**src/srs_route.sv**
```systemverilog
/*
 * Package for the sequence running status block, plus the output router
 * that places the flag onto one of the four system outputs.
 * Assumes a single clock pclk and an asynchronous active-low presetn.
 */
`timescale 1ns/1ps

package srs_pkg;
   // Register byte offsets
   localparam logic [7:0] CTRL_OFF    = 8'h00;
   localparam logic [7:0] STATUS_OFF  = 8'h04;
   // Control and status field positions
   localparam int         MODE_LSB    = 0;
   localparam int         SEL_LSB     = 2;
   localparam int         EN_BIT      = 4;
   localparam int         POL_BIT     = 5;
   localparam int         FLAG_BIT    = 0;
   // Reset values
   localparam logic [1:0] MODE_RST    = 2'h0;
   localparam logic [1:0] SEL_RST     = 2'h0;
   localparam logic       EN_RST      = 1'b0;
   localparam logic       POL_RST     = 1'b1;
   // Mode in which the flag reaches the outputs and the host
   localparam logic [1:0] MODE_ROUTE  = 2'h0;
   localparam int         NUM_OUTS    = 4;
   // Cycles from request to APB answer
   localparam int         APB_WAITS   = 1;

   typedef struct packed {
      logic [1:0] mode;
      logic [1:0] run_output_select;
      logic       run_output_enable;
      logic       run_output_polarity;
   } srs_cfg_s;

   typedef struct packed {
      logic [NUM_OUTS-1:0] val;
      logic [NUM_OUTS-1:0] own;
   } srs_route_s;
endpackage : srs_pkg

module srs_route (
   // Clock and reset
   input  wire logic              pclk,
   input  wire logic              presetn,
   // Flag and settings
   input  wire logic              sequence_running_flag,
   input  wire srs_pkg::srs_cfg_s cfg,
   // System output drive
   output srs_pkg::srs_route_s    route
);

   logic                         routed;
   logic [srs_pkg::NUM_OUTS-1:0] next_own;
   logic [srs_pkg::NUM_OUTS-1:0] next_val;

   assign routed = (cfg.mode == srs_pkg::MODE_ROUTE) && cfg.run_output_enable;

   genvar i;
   generate
      for (i = 0; i < srs_pkg::NUM_OUTS; i++)
      begin : g_out
         assign next_own[i] = routed && (cfg.run_output_select == 2'(i));
         // Active level from polarity; unowned outputs left at zero
         assign next_val[i] = next_own[i] &&
                              (sequence_running_flag ~^ cfg.run_output_polarity);
      end
   endgenerate

   // One register for the whole output drive
   always_ff @(posedge pclk or negedge presetn)
   begin
      if (!presetn)
      begin
         route.own <= '0;
         route.val <= '0;
      end
      else
      begin
         route.own <= next_own;
         route.val <= next_val;
      end
   end

endmodule : srs_route

```
**src/srs_top.sv**
```systemverilog
/*
 * Sequence running status block: keeps the flag that says a stored
 * sequence is executing, answers APB and sequence-side reads of it and
 * routes it onto a system output in mode 0.
 * Assumes seq_engine_busy comes from the sequence engine on pclk.
 */
// Decided for this implementation: the address map and the APB interface to the registers.
// Notes on behaviour
// - Flag is 1 while any sequence executes
// - Flag follows engine state every cycle
// - Each host query in mode 0 returns current flag value
// - Mode 0 routes flag to selected output
// - Modes 1-3 hide flag from outputs and host
// - Routed output uses polarity setting
// - Immediate read only mode 0; sequence any

`timescale 1ns/1ps

module srs_top (
   // Clock and reset
   input  wire logic                pclk,
   input  wire logic                presetn,
   // APB slave
   input  wire logic                psel,
   input  wire logic                penable,
   input  wire logic                pwrite,
   input  wire logic [7:0]          paddr,
   input  wire logic [31:0]         pwdata,
   output logic                     pready,
   output logic [31:0]              prdata,
   output logic                     pslverr,
   // Sequence engine
   input  wire logic                seq_engine_busy,
   input  wire logic                seq_query,
   output logic                     seq_query_valid,
   output logic                     seq_query_data,
   // System outputs
   output logic [3:0]               sys_out_val,
   output logic [3:0]               sys_out_own
);

   srs_pkg::srs_cfg_s   cfg;
   srs_pkg::srs_route_s route;
   logic                sequence_running_flag;
   logic                access;
   logic                done;
   logic                hit_ctrl;
   logic                hit_stat;
   logic                flag_open;
   logic [31:0]         next_rdata;
   logic                next_err;

   assign access    = psel && penable;
   assign done      = access && pready;
   assign hit_ctrl  = (paddr == srs_pkg::CTRL_OFF);
   assign hit_stat  = (paddr == srs_pkg::STATUS_OFF);
   assign flag_open = (cfg.mode == srs_pkg::MODE_ROUTE);

   // Flag tracks the engine
   always_ff @(posedge pclk or negedge presetn)
   begin
      if (!presetn)
         sequence_running_flag <= 1'b0;
      else
         sequence_running_flag <= seq_engine_busy;
   end

   // Control register
   always_ff @(posedge pclk or negedge presetn)
   begin
      if (!presetn)
      begin
         cfg.mode                <= srs_pkg::MODE_RST;
         cfg.run_output_select   <= srs_pkg::SEL_RST;
         cfg.run_output_enable   <= srs_pkg::EN_RST;
         cfg.run_output_polarity <= srs_pkg::POL_RST;
      end
      else if (done && pwrite && hit_ctrl)
      begin
         cfg.mode                <= pwdata[srs_pkg::MODE_LSB +: 2];
         cfg.run_output_select   <= pwdata[srs_pkg::SEL_LSB +: 2];
         cfg.run_output_enable   <= pwdata[srs_pkg::EN_BIT];
         cfg.run_output_polarity <= pwdata[srs_pkg::POL_BIT];
      end
   end

   // Read data and error decode
   always_comb
   begin
      next_rdata = 32'h0000_0000;
      next_err   = 1'b0;
      if (hit_ctrl)
      begin
         next_rdata[srs_pkg::MODE_LSB +: 2] = cfg.mode;
         next_rdata[srs_pkg::SEL_LSB +: 2]  = cfg.run_output_select;
         next_rdata[srs_pkg::EN_BIT]        = cfg.run_output_enable;
         next_rdata[srs_pkg::POL_BIT]       = cfg.run_output_polarity;
      end
      else if (hit_stat)
      begin
         // Immediate read refused outside mode 0
         if (pwrite || !flag_open)
            next_err = 1'b1;
         else
            next_rdata[srs_pkg::FLAG_BIT] = sequence_running_flag;
      end
      else
         next_err = 1'b1;
   end

   // APB answer after one wait cycle
   always_ff @(posedge pclk or negedge presetn)
   begin
      if (!presetn)
      begin
         pready  <= 1'b0;
         prdata  <= 32'h0000_0000;
         pslverr <= 1'b0;
      end
      else
      begin
         pready  <= access && !pready;
         prdata  <= (access && !pready && !pwrite) ? next_rdata : 32'h0000_0000;
         pslverr <= access && !pready && next_err;
      end
   end

   // Sequence-side read, any mode
   always_ff @(posedge pclk or negedge presetn)
   begin
      if (!presetn)
      begin
         seq_query_valid <= 1'b0;
         seq_query_data  <= 1'b0;
      end
      else
      begin
         seq_query_valid <= seq_query;
         seq_query_data  <= seq_query && sequence_running_flag;
      end
   end

   srs_route u_route (
      .pclk                  (pclk),
      .presetn               (presetn),
      .sequence_running_flag (sequence_running_flag),
      .cfg                   (cfg),
      .route                 (route)
   );

   assign sys_out_val = route.val;
   assign sys_out_own = route.own;

   // Assertions
   property p_flag_follow;
      @(posedge pclk) disable iff (!presetn)
      1'b1 |=> (sequence_running_flag == $past(seq_engine_busy));
   endproperty
   a_flag_follow: assert property (p_flag_follow)
      else $error("Flag does not follow engine");

   property p_flag_hold;
      @(posedge pclk) disable iff (!presetn)
      seq_engine_busy [*3] |-> sequence_running_flag [*2];
   endproperty
   a_flag_hold: assert property (p_flag_hold)
      else $error("Flag dropped while engine busy");

   property p_hidden;
      @(posedge pclk) disable iff (!presetn)
      (cfg.mode != srs_pkg::MODE_ROUTE) |=> (sys_out_own == 4'h0);
   endproperty
   a_hidden: assert property (p_hidden)
      else $error("Flag routed outside mode 0");

   property p_select;
      @(posedge pclk) disable iff (!presetn)
      (flag_open && cfg.run_output_enable)
         |=> (sys_out_own == (4'h1 << $past(cfg.run_output_select)));
   endproperty
   a_select: assert property (p_select)
      else $error("Wrong output selected");

   property p_level;
      @(posedge pclk) disable iff (!presetn)
      (flag_open && cfg.run_output_enable)
         |=> (sys_out_val[$past(cfg.run_output_select)]
              == ($past(sequence_running_flag) ~^ $past(cfg.run_output_polarity)));
   endproperty
   a_level: assert property (p_level)
      else $error("Routed level wrong");

   property p_untouched;
      @(posedge pclk) disable iff (!presetn)
      (sys_out_val & ~sys_out_own) == 4'h0;
   endproperty
   a_untouched: assert property (p_untouched)
      else $error("Unassigned output driven");

   property p_imm_refuse;
      @(posedge pclk) disable iff (!presetn)
      (psel && !penable && !pwrite && hit_stat && !flag_open)
         ##1 (psel && penable && $stable(cfg.mode)) |=> pslverr;
   endproperty
   a_imm_refuse: assert property (p_imm_refuse)
      else $error("Immediate read accepted outside mode 0");

   property p_imm_value;
      @(posedge pclk) disable iff (!presetn)
      (done && !pwrite && hit_stat && !pslverr)
         |-> (prdata[srs_pkg::FLAG_BIT] == $past(sequence_running_flag));
   endproperty
   a_imm_value: assert property (p_imm_value)
      else $error("Status read returns stale flag");

   property p_seq_query;
      @(posedge pclk) disable iff (!presetn)
      seq_query |=> (seq_query_valid && seq_query_data == $past(sequence_running_flag));
   endproperty
   a_seq_query: assert property (p_seq_query)
      else $error("Sequence query not answered");

   property p_ready_pulse;
      @(posedge pclk) disable iff (!presetn)
      access ##1 access |-> pready || $past(pready);
   endproperty
   a_ready_pulse: assert property (p_ready_pulse)
      else $error("Access phase longer than one wait");

   c_run_poll: cover property (@(posedge pclk) disable iff (!presetn)
      done && hit_stat && !pslverr && prdata[0]);
   c_run_end: cover property (@(posedge pclk) disable iff (!presetn)
      $fell(sequence_running_flag) && sys_out_own != 4'h0);
   c_refused: cover property (@(posedge pclk) disable iff (!presetn)
      done && pslverr && hit_stat);
   c_seq_read: cover property (@(posedge pclk) disable iff (!presetn)
      seq_query_valid && cfg.mode != srs_pkg::MODE_ROUTE);

endmodule : srs_top

```
**config.mk**
```make
export PLATFORM = sky130hd
export DESIGN_NAME = srs_top
export DESIGN_NICKNAME = d
export VERILOG_FILES = /design/src/srs_route.sv /design/src/srs_top.sv
export SDC_FILE = /design/constraint.sdc
export NUM_CORES = 1
export LEC_CHECK = 0
export ABC_AREA = 1
export BUFFER_PORTS_ARGS = -buffer_cell sky130_fd_sc_hd__buf_2
export CORE_MARGIN = 10
export CORE_UTILIZATION = 41
export CTS_CLUSTER_SIZE = 25
export DETAILED_ROUTE_END_ITERATION = 16
export PLACE_DENSITY = 0.84
export SYNTH_ARGS = -nofsm -noshare
export SYNTH_HDL_FRONTEND = slang
export SYNTH_SLANG_ARGS = --single-unit
```
**constraint.sdc**
```tcl
create_clock -name pclk -period 1.8 [get_ports pclk]
set_input_delay 0.27 -clock pclk [delete_from_list [all_inputs] [get_ports pclk]]
set_output_delay 0.27 -clock pclk [all_outputs]
set_load 0.01 [all_outputs]
```
Word-level counts from Yosys, hierarchy flattened
Index checks and enable logic that the tools add are counted.
Storage, ports and cells
  flip-flop bits (word level): 25
  bits of input ports: 47
  output and inout bits: 44
  word-level logic and storage cells: 49
Operators by class
  equality and inequality tests: 4
  multiplexer cells: 8
  bitwise gates (word level): 1
  reductions and logical operators: 24
Operators with widths (number)
  $logic_and 1x1->1: 17
  $eq 8x3->1 const B: 1
  $logic_not 8->1: 1
  $mux 1: 6
  $mux 6: 1
  $mux 5: 1
  $eq 2x2->1 const B: 2
  $logic_not 2->1: 2
  $logic_not 1->1: 3
  $eq 2x1->1 const B: 1
  $logic_or 1x1->1: 1
  $xnor 1x1->1: 1

Longest topological paths before layout
  depth after elaboration: 7
  mapped depth: 7
  depth with buffers taken out: 6

Hierarchy
Synthesis repeated with hierarchy kept, for this count alone.
Unflattened totals
  cells, all modules: 135
  area total of the unflattened synthesis: 1178.6 µm²
Modules (own cells, without submodules)
  srs_top: times used 1, cells an instance 103, area each 880.8 µm², sequential area each 426.7 µm²
  srs_route: times used 1, cells an instance 32, area each 297.8 µm², sequential area each 200.2 µm²

Worst setup path after synthesis
No wires, ideal clock.
  kind: flip-flop to flip-flop
  start point: register pready
  end point: register cfg[1] (netlist name)
  setup time: 0.117 ns
  arrival: 0.927 ns
  data required time: 1.683 ns
  setup slack: 0.756 ns
  cell stages (with the launch flop): 6
  cell sequence: dfrtp_1 -> nand2_1 -> nor2_2 -> nand2_1 -> nand2_1 -> nand2_1
Between the ends
  cells in the longest elaborated chain, start to end: 3
Ends and longest elaborated chain
  start: declaration: RTL line srs_top.sv:29  | output logic pready,
  start signal: assignment: RTL line srs_top.sv:122  | pready <= access && !pready;
  $logic_and 1x1->1: RTL line srs_top.sv:54  | assign done = access && pready;
  $logic_and 1x1->1 (2 in series): RTL line srs_top.sv:78  | else if (done && pwrite && hit_ctrl)
Every way passes these cells.
A chain may end at the register's enable or synchronous reset.

Final worst setup path
  start point: register pready
  end point: register cfg[3] (netlist name)
Between the ends
  cells in the longest elaborated chain, start to end: 3
Ends and longest elaborated chain (RTL line)
  $logic_and 1x1->1: srs_top.sv:54
  $logic_and 1x1->1 (2 in series): srs_top.sv:78
Every way passes these cells.

==> flow_summary.json <==
{
  "pre_cts_ws_ps": 537,
  "hold_buffers": 1,
  "cts_setup_buffers": 0,
  "initial_core_util": 0.445,
  "firstDrtPassIters": 4,
  "maxCapViolations": 0,
  "cts_max_path_buffers": 2,
  "setup.worst_path.end_class": "flip-flop",
  "power_density_nw_per_um2": 693,
  "mappedNetlistArea_um2": 1130,
  "vdd_drop_max_mv": 0.363,
  "report.final.slew_viol_count": 0,
  "antenna_left": 0,
  "place_area_um2": 1250,
  "dieArea_um2": 5260,
  "avgViaCountPerCell": 4.29,
  "fin_crit_sh": 0.650,
  "worstReg2RegEnd": "cfg[3]",
  "dr_total_vias": 828,
  "yosysUniqueCellTypes": 14,
  "min_period_ps": 1170,
  "ctsResizeCount": 0,
  "crit_fanout": 7,
  "dp_hpwl_um": 2060,
  "grt_util_all_layers": 0.0913,
  "overflow": 0,
  "synth.avg_cell_area_um2": 9.36,
  "finalHoldViolations": 0,
  "yosysSeqAreaShare": 0.554,
  "r2r_cells": 5,
  "path_clk_slew_ps": 130,
  "rows": 18,
  "worst_slack_ps": 629,
  "status": "completed",
  "coreArea_um2": 2540,
  "portBuffers": 38,
  "cts_made_buffers": 3,
  "worstHoldStart": "seq_engine_busy",
  "skew_ps": 2.38,
  "grt_pass1_vias": 964,
  "cts_tree": "built",
  "reg2reg_slack_ps": 630,
  "wl_per_cell_um": 12.6,
  "worst-setup-path-type": "flip-flop to flip-flop",
  "antenna_found_initial": 0,
  "rsz0062_at_grt": "no",
  "ys_warn_count": 0,
  "ys_ff_latch": 25,
  "fmax_mhz": 854,
  "hold_path_end": "sequence_running_flag",
  "grt_start_max_net_pins": 26,
  "final_cell_area_um2": 1290,
  "num_antenna_cells": 0,
  "clock-sinks": 25,
  "critPathArrivalTime_ps": 1380,
  "drc": 0,
  "tightestPinTransition_ps": 525,
  "drive_gt1_frac": 0.276,
  "io_pins": 91,
  "routed_wl_um": 2430,
  "relSlewSlack": 0.650,
  "p_total_w": 0.000895,
  "drt_iter0_markers": 69,
  "area_delta_synth_final_pct": 14.0,
  "die_h_um": 72.6,
  "finalSetupViolations": 0,
  "worst_ep_required_time_ps": 2010,
  "die_x_um": 72.6,
  "hold-worst-slack_ps": 56.4,
  "power_leakage_nw": 0.737,
  "cts_max_level": 1,
  "fin_nets": 211,
  "final.setup.tns_ps": 0,
  "min_path_cells": 1,
  "r2r_start": "pready",
  "root_buffer": "clkbuf_4",
  "hold_class": "input port to flip-flop",
  "start_kind": "flip-flop",
  "crit_start": "pready",
  "gp_congestion": 0.773,
  "grt_pass1_wl_um": 3970,
  "nFillCells": 258,
  "clock_latency_ps": 300,
  "synth_cells": 121
}
==> flip-flops by register name, indices dropped and copies added, names as in the netlist <==
| register | cells |
|---|---|
| pslverr | 1 |
| prdata | 6 |
| cfg | 6 |
| sequence_running_flag | 1 |
| seq_query_valid | 1 |
| pready | 1 |
| u_route.route | 8 |
| seq_query_data | 1 |
==> power breakdown <==
group / switching (W) / total (W) / internal, W
Clock: 0.000153 / 0.000239 / 0.0000864
Combinational: 0.0000595 / 0.0000847 / 0.0000252
Sequential: 0.00000354 / 0.000572 / 0.000568
==> cell type report <==
| cell class | count | area (um2) | share of cell area |
|---|---|---|---|
| multi-input combinational | 87 | 367 | 0.284 |
| clock buffer | 4 | 26.3 | 0.0203 |
| sequential | 25 | 627 | 0.485 |
| tap | 30 | 37.5 | 0.0291 |
| timing repair buffer | 40 | 208 | 0.161 |
| inverter | 7 | 26.3 | 0.0203 |
==> cell usage in the layout, fill, tap and decap left out <==
cell type	count
a21oi_1	2
buf_2	38
buf_4	1
clkbuf_1	1
clkbuf_4	3
conb_1	26
dfrtp_1	24
dfstp_2	1
dlygate4sd3_1	1
inv_1	7
nand2_1	27
nand3_1	7
nor2_1	11
nor2_2	2
nor3_1	7
nor4_1	4
xor2_1	1
==> how the worst max path moves through the flow <==
stage | endpoint | cells after the start
after floorplan | cfg[1] | 5
after global placement | cfg[1] | 7
after detailed placement | cfg[3] | 7
after CTS | cfg[3] | 5
after global routing | cfg[5] | 5
final | cfg[3] | 5
==> Yosys cell counts, drive strengths merged <==
library cell	count	area share
buf	27	0.18
nand2	27	0.090
dfrtp	24	0.53
nor2	13	0.048
inv	7	0.023
nand3	7	0.031
nor3	7	0.031
nor4	4	0.022
a21oi	2	0.0088
conb	1	0.0033
dfstp	1	0.023
xor2	1	0.0077
==> critical path, stage by stage (launching register included) <==
cell and delay, ps:
dfrtp_1 400, nand2_1 70, nor2_2 240, nand2_1 200, nand2_1 100, nand2_1 50
==> logic make-up (layout without fill, tap and decap cells) <==
group | after synthesis | after routing | share of synthesized area
and+or+nand+nor | 58 | 58 | 0.221
xor gates and xnor gates | 1 | 1 | 0.00774
AOI/OAI and AO/OA | 2 | 2 | 0.00884
other | 1 | 26 | 0.00331
DFF | 25 | 25 | 0.554
buffers and inverters | 34 | 51 | 0.206
==> layer usage <==
metal	wire length [um]	track usage	vias up
met5	0	0	-
li1	-	-	415
met4	12	0.0316	0
met3	275	0.0435	2
met2	1060	0.139	50
met1	1090	0.110	361
==> per-stage QoR <==
| stage | utilization | instances |
|---|---|---|
| 3_5_place_dp | 0.493 | 188 |
| 3_3_place_gp | 0.493 | 188 |
| 2_1_floorplan | - | 146 |
| 4_1_cts | 0.507 | 193 |
| 5_1_grt | 0.507 | 193 |
| 6_report | 0.507 | 193 |
Note: power is estimated with default switching activity, not from simulation.
